**config.mk**
```make
export PLATFORM = sky130hd
export DESIGN_NAME = tpc_port_ctrl
export DESIGN_NICKNAME = d
export VERILOG_FILES = /design/src/rtl/tpc_pkg.sv /design/src/rtl/tpc_port_ctrl.sv
export SDC_FILE = /design/constraint.sdc
export NUM_CORES = 1
export LEC_CHECK = 0
export BUFFER_PORTS_ARGS = -buffer_cell sky130_fd_sc_hd__buf_2
export CAP_MARGIN = 20
export CELL_PAD_IN_SITES_DETAIL_PLACEMENT = 1
export CELL_PAD_IN_SITES_GLOBAL_PLACEMENT = 2
export CORE_ASPECT_RATIO = 1.4
export CORE_MARGIN = 5
export CORE_UTILIZATION = 16
export DETAILED_ROUTE_END_ITERATION = 16
export HOLD_SLACK_MARGIN = 0.03
export PLACE_DENSITY = 0.77
export SLEW_MARGIN = 30
export SYNTH_ARGS = -nofsm -noshare
export SYNTH_HDL_FRONTEND = slang
export SYNTH_SLANG_ARGS = --single-unit
```
**constraint.sdc**
```tcl
create_clock -name core_clk -period 1.4 [get_ports core_clk]
set_input_delay 0.21 -clock core_clk [delete_from_list [all_inputs] [get_ports core_clk]]
set_output_delay 0.21 -clock core_clk [all_outputs]
set_load 0.01 [all_outputs]
```
**src/rtl/tpc_pkg.sv**
```systemverilog
// Shared constants and carriers for the timing input pin port control.
// Assumes a single 10 MHz core clock and a plain strobe register port.
package tpc_pkg;

  // ==========================================================================
  // Register offsets (byte addresses)
  localparam logic [11:0] OFF_PORT_ON       = 12'h000;
  localparam logic [11:0] OFF_PORT_RELEASE  = 12'h004;
  localparam logic [11:0] OFF_PORT_STATE    = 12'h008;
  localparam logic [11:0] OFF_DRV_ON        = 12'h010;
  localparam logic [11:0] OFF_DRV_OFF       = 12'h014;
  localparam logic [11:0] OFF_DRV_STATE     = 12'h018;
  localparam logic [11:0] OFF_LVL_SET       = 12'h030;
  localparam logic [11:0] OFF_LVL_CLEAR     = 12'h034;
  localparam logic [11:0] OFF_LVL_STATE     = 12'h038;
  localparam logic [11:0] OFF_PIN_STATE     = 12'h03c;
  localparam logic [11:0] OFF_OD_ON         = 12'h040;
  localparam logic [11:0] OFF_OD_OFF        = 12'h044;
  localparam logic [11:0] OFF_OD_STATE      = 12'h048;
  localparam logic [11:0] OFF_CLK_ON        = 12'h050;
  localparam logic [11:0] OFF_CLK_OFF       = 12'h054;
  localparam logic [11:0] OFF_CLK_STATE     = 12'h058;

  // ==========================================================================
  // Field positions
  localparam int INPUT_LINE_BIT       = 16;
  localparam int PORT_LOGIC_CLOCK_BIT = 0;
  localparam int MEASURE_CLOCK_BIT    = 1;
  localparam int NUM_CLOCKS           = 2;

  // ==========================================================================
  // Reset values
  localparam logic             RST_PORT_SEL = 1'b0;
  localparam logic             RST_DRV_EN   = 1'b0;
  localparam logic             RST_OUT_LVL  = 1'b0;
  localparam logic             RST_OPEN_DR  = 1'b0;
  localparam logic [1:0]       RST_CLOCKS   = 2'h0;
  localparam logic [31:0]      RST_RD_DATA  = 32'h0000_0000;

  // ==========================================================================
  // Carriers
  typedef struct packed {
    logic        wrStb;
    logic        rdStb;
    logic [11:0] addr;
    logic [31:0] wrData;
  } tpc_bus_req_t;

  typedef struct packed {
    logic pinOut;
    logic pinOe;
  } tpc_pin_drv_t;

endpackage

```
**src/rtl/tpc_port_ctrl.sv**
```systemverilog
// Port-control and clock-gating front end of a one-pin timing input block.
// Assumes a strobe register port on core_clk and an asynchronous external pin.
`timescale 1ns/1ps

module tpc_port_ctrl (
  input  wire logic                 core_clk,
  input  wire logic                 rstn,
  input  wire logic                 softRst,
  input  wire tpc_pkg::tpc_bus_req_t busReq,
  output      logic [31:0]          rdData,
  input  wire logic                 pinIn,
  output      logic                 pinOut,
  output      logic                 pinOe,
  output      logic                 measPinLevel,
  output      logic                 measClkEn,
  output      logic                 portClkEn
);

  // ==========================================================================
  // State
  typedef struct packed {
    logic        portSel;
    logic        drvEn;
    logic        outLvl;
    logic        openDrain;
    logic [1:0]  clocks;
    logic [2:0]  pinSync;
    logic        pinLevel;
    logic        pinOut;
    logic        pinOe;
    logic [31:0] rdData;
  } tpc_state_t;

  tpc_state_t st_r;
  tpc_state_t st_nxt;

  // ==========================================================================
  // Decode helpers
  // Only the documented line bit of a matching write counts
  function automatic logic lineHit(input tpc_pkg::tpc_bus_req_t req,
                                   input logic [11:0]         off);
    lineHit = req.wrStb && (req.addr == off) && req.wrData[tpc_pkg::INPUT_LINE_BIT];
  endfunction

  function automatic logic wrHit(input tpc_pkg::tpc_bus_req_t req,
                                 input logic [11:0]         off);
    wrHit = req.wrStb && (req.addr == off);
  endfunction

  function automatic logic [31:0] lineWord(input logic v);
    lineWord = 32'h0000_0000;
    lineWord[tpc_pkg::INPUT_LINE_BIT] = v;
  endfunction

  // ==========================================================================
  // Next state
  always_comb begin
    logic [31:0] rd;
    rd     = 32'h0000_0000;
    st_nxt = st_r;

    if (lineHit(busReq, tpc_pkg::OFF_PORT_ON)) begin
      st_nxt.portSel = 1'b1;
    end
    if (lineHit(busReq, tpc_pkg::OFF_PORT_RELEASE)) begin
      st_nxt.portSel = 1'b0;
    end
    if (lineHit(busReq, tpc_pkg::OFF_DRV_ON)) begin
      st_nxt.drvEn = 1'b1;
    end
    if (lineHit(busReq, tpc_pkg::OFF_DRV_OFF)) begin
      st_nxt.drvEn = 1'b0;
    end
    if (lineHit(busReq, tpc_pkg::OFF_LVL_SET)) begin
      st_nxt.outLvl = 1'b1;
    end
    if (lineHit(busReq, tpc_pkg::OFF_LVL_CLEAR)) begin
      st_nxt.outLvl = 1'b0;
    end
    if (lineHit(busReq, tpc_pkg::OFF_OD_ON)) begin
      st_nxt.openDrain = 1'b1;
    end
    if (lineHit(busReq, tpc_pkg::OFF_OD_OFF)) begin
      st_nxt.openDrain = 1'b0;
    end

    for (int i = 0; i < tpc_pkg::NUM_CLOCKS; i++) begin
      if (wrHit(busReq, tpc_pkg::OFF_CLK_ON) && busReq.wrData[i]) begin
        st_nxt.clocks[i] = 1'b1;
      end
      if (wrHit(busReq, tpc_pkg::OFF_CLK_OFF) && busReq.wrData[i]) begin
        st_nxt.clocks[i] = 1'b0;
      end
    end

    // Software reset returns port setup to defaults but not clock gating
    if (softRst) begin
      st_nxt.portSel   = tpc_pkg::RST_PORT_SEL;
      st_nxt.drvEn     = tpc_pkg::RST_DRV_EN;
      st_nxt.outLvl    = tpc_pkg::RST_OUT_LVL;
      st_nxt.openDrain = tpc_pkg::RST_OPEN_DR;
    end

    // three-stage pin sampling, accept when stages two and three agree
    st_nxt.pinSync = {st_r.pinSync[1:0], pinIn};
    if (st_r.pinSync[1] == st_r.pinSync[2]) begin
      st_nxt.pinLevel = st_r.pinSync[2];
    end

    // Open drain only pulls low; a high level releases the line
    st_nxt.pinOe  = st_nxt.portSel & st_nxt.drvEn & ~(st_nxt.openDrain & st_nxt.outLvl);
    st_nxt.pinOut = st_nxt.outLvl & ~st_nxt.openDrain;

    // Read mux; write-only and unmapped addresses return zero
    if (busReq.rdStb) begin
      case (busReq.addr)
        tpc_pkg::OFF_PORT_STATE: rd = lineWord(st_r.portSel);
        tpc_pkg::OFF_DRV_STATE:  rd = lineWord(st_r.drvEn);
        tpc_pkg::OFF_LVL_STATE:  rd = lineWord(st_r.outLvl);
        tpc_pkg::OFF_PIN_STATE:  rd = lineWord(st_r.pinLevel);
        tpc_pkg::OFF_OD_STATE:   rd = lineWord(st_r.openDrain);
        tpc_pkg::OFF_CLK_STATE:  rd = {30'h0000_0000, st_r.clocks};
        default:                 rd = 32'h0000_0000;
      endcase
    end
    st_nxt.rdData = rd;
  end

  // ==========================================================================
  // Registers
  always_ff @(posedge core_clk) begin
    if (!rstn) begin
      st_r.portSel   <= tpc_pkg::RST_PORT_SEL;
      st_r.drvEn     <= tpc_pkg::RST_DRV_EN;
      st_r.outLvl    <= tpc_pkg::RST_OUT_LVL;
      st_r.openDrain <= tpc_pkg::RST_OPEN_DR;
      // clocks cleared by hardware reset only
      st_r.clocks    <= tpc_pkg::RST_CLOCKS;
      st_r.pinSync   <= 3'h0;
      st_r.pinLevel  <= 1'b0;
      st_r.pinOut    <= 1'b0;
      st_r.pinOe     <= 1'b0;
      st_r.rdData    <= tpc_pkg::RST_RD_DATA;
    end else begin
      st_r <= st_nxt;
    end
  end

  // ==========================================================================
  // Outputs
  assign rdData       = st_r.rdData;
  assign pinOut       = st_r.pinOut;
  assign pinOe        = st_r.pinOe;
  assign measPinLevel = st_r.pinLevel;
  assign measClkEn    = st_r.clocks[tpc_pkg::MEASURE_CLOCK_BIT];
  assign portClkEn    = st_r.clocks[tpc_pkg::PORT_LOGIC_CLOCK_BIT];
endmodule // tpc_port_ctrl

```
==> metrics, run 1 <==
top post-synthesis cells by count buf_4, dfxtp_1, and2_1, nand4_1; status finished, final reports clean; Seq/Total Area, Yosys 0.318; die area about 7600 µm²; Worst Hold Depth 2; # rows 33; final setup violation count 0; reg-to-reg endpoint rdData[16]$_SDFF_PN0_; Nets around 200; Root Buffer clkbuf_8; fin util 0.204; Post-Layout Inst Area around 1200 µm²; register bit total from synthesis 15; Synth warnings 0; dpl ws -0.149 ns; max-cap viol count 0; Routed wire per std cell about 11 µm; placed instance area approximately 1100 µm²; CTS max path bufs 2; clock sink total 15; mapped cell area around 940 µm²; top-count cell post-synth buf_4; worst hold path startpoint pinIn; Peak VDD IR between 0.2 and 0.3 mV; CTS tree built; synth top area cells dfxtp_1, buf_4, and2_1; Hold-fix buffers, CTS 0; syn_area_per_cell between 9 and 10 µm²; Starting Density 0.162; final global-route overflow total 0; RSZ-0062 raised after global routing false; Final ANT Viol Nets 0; initial antenna violation count 0; post-cts resize count 0; total core area between 5000 and 6000 µm²; Top FF cell, synth dfxtp_1; start of the worst register-to-register path st_r[43]$_SDFF_PN0_; endpoint class of the critical path flop; Netlist cell types 29; PwrDens approximately 770 nW/µm²; Clock Skew 0.00650 ns; All-Layer GR Usage 0.0659; fmax between 700 and 800 MHz; WHS Endpoint st_nxt[36]$_SDFF_PN0_; WP data required about 1.6 ns; I/O pin count 87; average vias per placed instance around 3.6; H-tree lvl count 1; Leakage 0.554 nW; Clock Pin Slew Worst Setup and Hold Paths approximately 0.07 ns; Arrival @ worst endpoint ~1.5 ns; die height about 100 µm; dpl hpwl approximately 2.1 mm; # Post-CTS Setup Buffers 0; Diodes inserted 0; Post-synth EDFFs 0; IO buf count 28; Hold Vio Cnt, Final 0; CTS buffer count 3; routability cong. roughly 0.80; drt first pass iters 3; FF-to-FF path depth 4; Setup Crit Path Kind in2reg; Yosys top cell area share 0.318; first-pass GRT wire length approximately 3.7 mm; via count roughly 780; Final Slew Violations 0; Detailed Route WL approximately 2.4 mm; Final Cycle Share 0.922; Area Overhead vs Synth 25.8%; Syn Inst Count 103; worst min-delay path category in2reg; post-route minimum period approximately 1.3 ns; vias in the first global route roughly 850; CP max FO 3; pin count of the biggest net entering global routing 10; Chip Width between 70 and 80 µm; asr flop ratio synth 0; final setup margin 0.110 ns; DRC errors left 0; Worst Setup Start Kind primary input; number of DRC markers in iteration 0 28; largest area contributor in the netlist dfxtp_1; Clock Latency Late Sink between 0.2 and 0.3 ns; Register-to-Register Setup Slack 0.19 ns; share of cells above drive strength 1 0.386
==> registers in the layout, indices dropped and copies added, names as in the netlist <==
name          count
rdData            3
portClkEn         1
pinOut            1
measPinLevel      1
st_nxt            2
measClkEn         1
pinOe             1
st_r              5
==> placed cells by master (no fill, tap or decap), types with 3 or more instances in the layout <==
cell / synthesis / routed
nor2b_1: 4 / 4
nand2_1: 4 / 4
mux2i_1: 3 / 3
and2_1: 6 / 6
clkbuf_8: 0 / 3
buf_4: 32 / 14
nor4b_1: 3 / 3
buf_2: 0 / 28
nand4_1: 6 / 6
dfxtp_1: 15 / 15
conb_1: 1 / 29
a21oi_1: 4 / 4
==> kinds of logic (layout without fill, tap and decap cells) <==
family                 count (synthesis)  count (layout)  synth area share
buffers and inverters                 34              48             0.262
DFF                                   15              15             0.318
AOI/OAI and AO/OA                      8               8            0.0556
other                                  1              29           0.00397
muxes                                  5               5            0.0596
and+or+nand+nor                       40              40             0.301
==> power breakdown <==
part / switching, mW / internal [mW]
clock network: 0.157 / 0.197
logic: 0.0809 / 0.0479
registers: 0.00115 / 0.430
==> per-layer routing <==
metal	up-vias	wire length [µm]	global-route usage
met5	-	0	0
met4	0	26	0.0164
met1	347	881	0.0710
met3	4	287	0.0289
met2	45	1180	0.115
li1	381	-	-
==> cell type report <==
class / count / area [µm²]
clock inverters: 1 / 5.00
clock buffers: 3 / 41.3
flip-flops and latches: 15 / 300
repair buffers: 42 / 245
inverters: 2 / 7.51
multi-input cells: 82 / 502
fillers: 698 / 4630
well taps: 70 / 87.6
==> worst max-delay path by stage <==
stage / from / to / depth (start not counted)
floorplan: busReq[41] / st_r[40]$_SDFF_PN0_ / 4
global placement: busReq[41] / pinOut$_SDFF_PN0_ / 5
detailed placement: busReq[33] / portClkEn$_SDFFE_PP0P_ / 7
CTS: busReq[33] / portClkEn$_SDFFE_PP0P_ / 7
global route: busReq[33] / portClkEn$_SDFFE_PP0P_ / 7
finish: busReq[33] / portClkEn$_SDFFE_PP0P_ / 7
==> critical path, stage by stage <==
cell and delay, ns:
buf_2 0.11, buf_4 0.13, nor4b_1 0.31, buf_4 0.18, nand4_1 0.12, or2_2 0.29, a21oi_1 0.12
==> metrics by stage <==
step	hold WS [ns]	power [mW]	TNS, ns	std cells
2_1_floorplan	0.332	0.555	0	131
3_3_place_gp	0.414	0.566	-1.06	211
3_5_place_dp	0.423	0.569	-1.07	211
4_1_cts	0.180	0.926	0	215
5_1_grt	0.177	0.967	0	215
6_report	0.175	0.914	0	215
(Power assumes the default switching activity.)
==> run 2, diff against run 1 <==
- CORE_UTILIZATION: 16 -> 19
- PLACE_DENSITY: 0.77 -> 0.85
- clock period: 1.4 -> 1.5 ns (I/O delays scaled with it)
==> metrics, run 2 (synthesis results as in run 1) <==
status finished, final reports clean; post-cts resize count 0; max-cap viol count 0; Final Cycle Share 0.856; RSZ-0062 raised after global routing false; reg-to-reg endpoint rdData[16]$_SDFF_PN0_; average vias per placed instance between 3 and 4; clock sink total 15; commonest non-fill, non-tap cell in the layout conb_1; total core area 4840 µm²; Total Power ~840 µW; CTS buffer count 3; Final ANT Viol Nets 0; Leakage 0.528 nW; Area Overhead vs Synth 20.9%; Chip Width approximately 70 µm; vias in the first global route approximately 800; drt first pass iters 2; PwrDens roughly 740 nW/µm²; Root Buffer clkbuf_8; IO buf count 28; share of cells above drive strength 1 0.357; FF-to-FF path depth 4; Diodes inserted 0; first-pass GRT wire length roughly 3.8 mm; Worst Hold Depth 2; die area about 6500 µm²; WL met1 867 µm; endpoint class of the critical path flop; Hold-fix buffers, CTS 0; WHS Endpoint st_nxt[36]$_SDFF_PN0_; # rows 30; Final Slew Violations 0; WP data required 1.67 ns; Starting Density 0.195; Arrival @ worst endpoint around 1.5 ns; via count between 700 and 800; start of the worst register-to-register path st_r[40]$_SDFF_PN0_; routability cong. around 0.73; worst hold path startpoint pinIn; Post-Layout Inst Area roughly 1100 µm²; max reg flops 5; Hold Vio Cnt, Final 0; H-tree lvl count 1; Setup Crit Path Kind in2reg; final setup violation count 0; Clock Pin Slew Worst Setup and Hold Paths 0.06 ns; post-route minimum period roughly 1.3 ns; Routed wire per std cell around 11 µm; die height 93.4 µm; met2 WL around 1.1 mm; commonest non-fill, non-tap cells in the layout conb_1, buf_2, dfxtp_1; final setup margin 0.216 ns; Clock Latency Late Sink about 0.25 ns; CTS tree built; CP Cell Sequence buf_2, nor4_4, nand4_1, mux2_4, a211oi_2; worst min-delay path category in2reg; CP max stage delay roughly 0.37 ns; Peak VDD IR about 0.29 mV; CP max FO 4; placed instance area 1100 µm²; number of DRC markers in iteration 0 20; initial antenna violation count 0; Register-to-Register Setup Slack about 0.30 ns; met3 WL between 200 and 300 µm; fin util 0.236; Clock Skew roughly 0.0029 ns; dpl hpwl 1.96 mm; final setup TNS 0 ns; fmax roughly 780 MHz; I/O pin count between 80 and 90; DRC errors left 0; All-Layer GR Usage 0.0744; Nets ~190; pin count of the biggest net entering global routing 9; final global-route overflow total 0; dpl ws -0.0373 ns; largest reg by FF count st_r; # Post-CTS Setup Buffers 0; slowest cell on the critical path nor4_4; DR top layer met4; CTS max path bufs 2; Worst Setup Start Kind primary input; worst setup path start busReq[41]; Detailed Route WL around 2.3 mm
[run 2: report_power, final]
| part | internal (mW) | switching (mW) | total [mW] |
|---|---|---|---|
| registers | 0.402 | 0.00108 | 0.403 |
| clock network | 0.188 | 0.138 | 0.326 |
| logic | 0.0407 | 0.0734 | 0.114 |
| total | 0.631 | 0.212 | 0.843 |
[run 2: worst max-delay path by stage]
stage | endpoint | slack [ns] | cells past startpoint
floorplan | st_r[40]$_SDFF_PN0_ | 0.12 | 4
global placement | pinOut$_SDFF_PN0_ | -0.06 | 5
detailed placement | st_r[40]$_SDFF_PN0_ | -0.04 | 5
CTS | pinOe$_SDFF_PN0_ | 0.21 | 5
global route | pinOe$_SDFF_PN0_ | 0.13 | 6
finish | pinOe$_SDFF_PN0_ | 0.22 | 5
[run 2: routing by layer]
layer	vias up	track usage
li1	371	-
met1	346	0.0744
met2	44	0.129
met3	4	0.0366
met4	0	0.0342
met5	-	0
[run 2: area by class of cell]
class / instances / area (µm²)
multi-input combinational: 82 / 502
tap: 64 / 80.1
inverter: 2 / 7.51
sequential: 15 / 300
fill: 598 / 3700
timing repair buffer: 37 / 208
clock buffer: 4 / 45.0
[run 2: worst max-delay path: cells and delay by family]
kind	cells	cell delay, ns
buffers and inverters	1	0.11
muxes	1	0.35
and+or+nand+nor	2	0.54
AOI/OAI and AO/OA	1	0.22
[run 2: per-stage QoR]
stage / instances / hold slack, ns
floorplan: 131 / 0.347
global placement: 200 / 0.414
detailed placement: 200 / 0.426
CTS: 204 / 0.187
global route: 204 / 0.202
finish: 204 / 0.184
==> run 3, diff against run 2 <==
- ABC_AREA: unset -> 1
- PLACE_DENSITY: 0.85 -> 0.88
==> metrics, run 3 <==
status finished, final reports clean; pin count of the biggest net entering global routing 10; final global-route overflow total 0; post-cts resize count 0; Netlist cell types 22; Post-synth EDFFs 0; Starting Density 0.197; number of DRC markers in iteration 0 36; IO buf count 28; Register-to-Register Setup Slack slightly above 0.7 ns; Total Power around 850 µW; synth top area cells dfxtp_1, buf_4, nor2_1; # rows 31; met1 usage 0.0710; Worst Hold Depth 3; fin cells approximately 250; CTS max path bufs 2; Syn Inst Count roughly 150; Clock Pin Slew Worst Setup and Hold Paths about 0.060 ns; Routed wire per std cell 9.55 µm; placed instance area about 1100 µm²; total core area between 5000 and 6000 µm²; die height about 97 µm; Root Buffer clkbuf_8; reg-to-reg endpoint pinOe$_SDFF_PN0_; fin util 0.221; max reg flops 5; Seq/Total Area, Yosys 0.291; average vias per placed instance about 3.6; first-pass GRT wire length approximately 3.7 mm; Clock Latency Late Sink around 0.25 ns; FF-to-FF path depth 5; H-tree lvl count 1; dpl hpwl between 2 and 2.5 mm; fmax about 980 MHz; max-cap viol count 0; Worst Setup Start Kind primary input; grt met3 use 0.0217; Final Slew Violations 0; Yosys top cell area share 0.291; Chip Width 72.3 µm; start of the worst register-to-register path st_r[40]$_SDFF_PN0_; Diodes inserted 0; dpl ws between 0.15 and 0.2 ns; asr flop ratio synth 0; share of cells above drive strength 1 0.244; final setup margin ~0.48 ns; GRT Max-Usage Layer met2; routability cong. about 0.8; Hold Vio Cnt, Final 0; Post-Layout Inst Area around 1200 µm²; mapped cell area 1030 µm²; Detailed Route WL around 2.3 mm; clock sink total 15; M2 GR Usage 0.116; Final Cycle Share 0.683; DRC errors left 0; I/O pin count 87; Inst Count DP between 200 and 250; via count just under 900; CTS buffer count 3; die area 7020 µm²; register bit total from synthesis 15; Arrival @ worst endpoint 1.17 ns; largest area contributor in the netlist dfxtp_1; syn_area_per_cell about 6.7 µm²; initial antenna violation count 0; All-Layer GR Usage 0.0667; Final ANT Viol Nets 0; drt first pass iters 2; worst min-delay path category in2reg; commonest non-fill, non-tap cell in the layout conb_1; CP max FO 5; final setup TNS 0 ns; top post-synthesis cells by count buf_4, nor2_1, nand2_1, inv_1, dfxtp_1; Peak VDD IR around 0.22 mV; PwrDens ~740 nW/µm²; # Post-CTS Setup Buffers 0; Setup Crit Path Kind in2reg; Leakage between 0.6 and 0.7 nW; Top FF cell, synth dfxtp_1; post-route minimum period around 1.0 ns; Area Overhead vs Synth 12.4%; Nets between 200 and 250; WHS Endpoint st_nxt[36]$_SDFF_PN0_; Clock Skew 0.00642 ns; vias in the first global route roughly 830; CTS tree built; largest reg by FF count st_r; commonest non-fill, non-tap cells in the layout conb_1, buf_2, nor2_1; top-count cell post-synth buf_4; endpoint class of the critical path flop; WHS approximately 0.16 ns; Hold-fix buffers, CTS 0; worst hold path startpoint pinIn; final setup violation count 0; Synth warnings 0; WP data required around 1.7 ns; RSZ-0062 raised after global routing false
[run 3: worst max-delay path by stage]
stage                     depth (start not counted)       start  slack [ns]               end
after floorplan                                   8  busReq[41]        0.50  pinOe$_SDFF_PN0_
after global placement                            9  busReq[34]        0.20  pinOe$_SDFF_PN0_
after detailed placement                          9  busReq[33]        0.19  pinOe$_SDFF_PN0_
after CTS                                         9  busReq[33]        0.44  pinOe$_SDFF_PN0_
after global routing                              9  busReq[33]        0.34  pinOe$_SDFF_PN0_
final                                             9  busReq[33]        0.48  pinOe$_SDFF_PN0_
[run 3: cell type report]
type                       count  area (µm²)
sequential                    15         300
fill                         688        4080
inverter                      20        75.1
multi-input combinational    113         515
tap                           66        82.6
timing repair buffer          28         140
clock buffer                   4        45.0
[run 3: cell families (layout without fill, tap and decap cells)]
| logic type | after synthesis | count (layout) | share of synthesized area |
|---|---|---|---|
| simple gates | 73 | 73 | 0.334 |
| buf+inv | 53 | 52 | 0.311 |
| flops | 15 | 15 | 0.291 |
| compound gates | 11 | 11 | 0.0607 |
| other cells | 1 | 29 | 0.00364 |
[run 3: layer usage]
layer	vias up	share of wire	wire, µm
li1	458	-	-
met1	388	0.40	931
met2	43	0.47	1100
met3	5	0.12	281
met4	0	0.017	40
met5	-	0	0
[run 3: report_power, final]
part / switching (mW) / leakage, nW / internal (mW)
registers: 0.00119 / 0.121 / 0.402
logic: 0.0862 / 0.462 / 0.0337
clock network: 0.142 / 0.0228 / 0.188
total: 0.229 / 0.606 / 0.623
[run 3: critical path, cell delays in order]
cell and delay [ns]:
buf_2 0.09, nor2_1 0.15, nand2_1 0.17, nor2_1 0.14, nand2_1 0.06, nand2_1 0.09, nand2_1 0.06, nor2_1 0.13
nor2_1 0.05
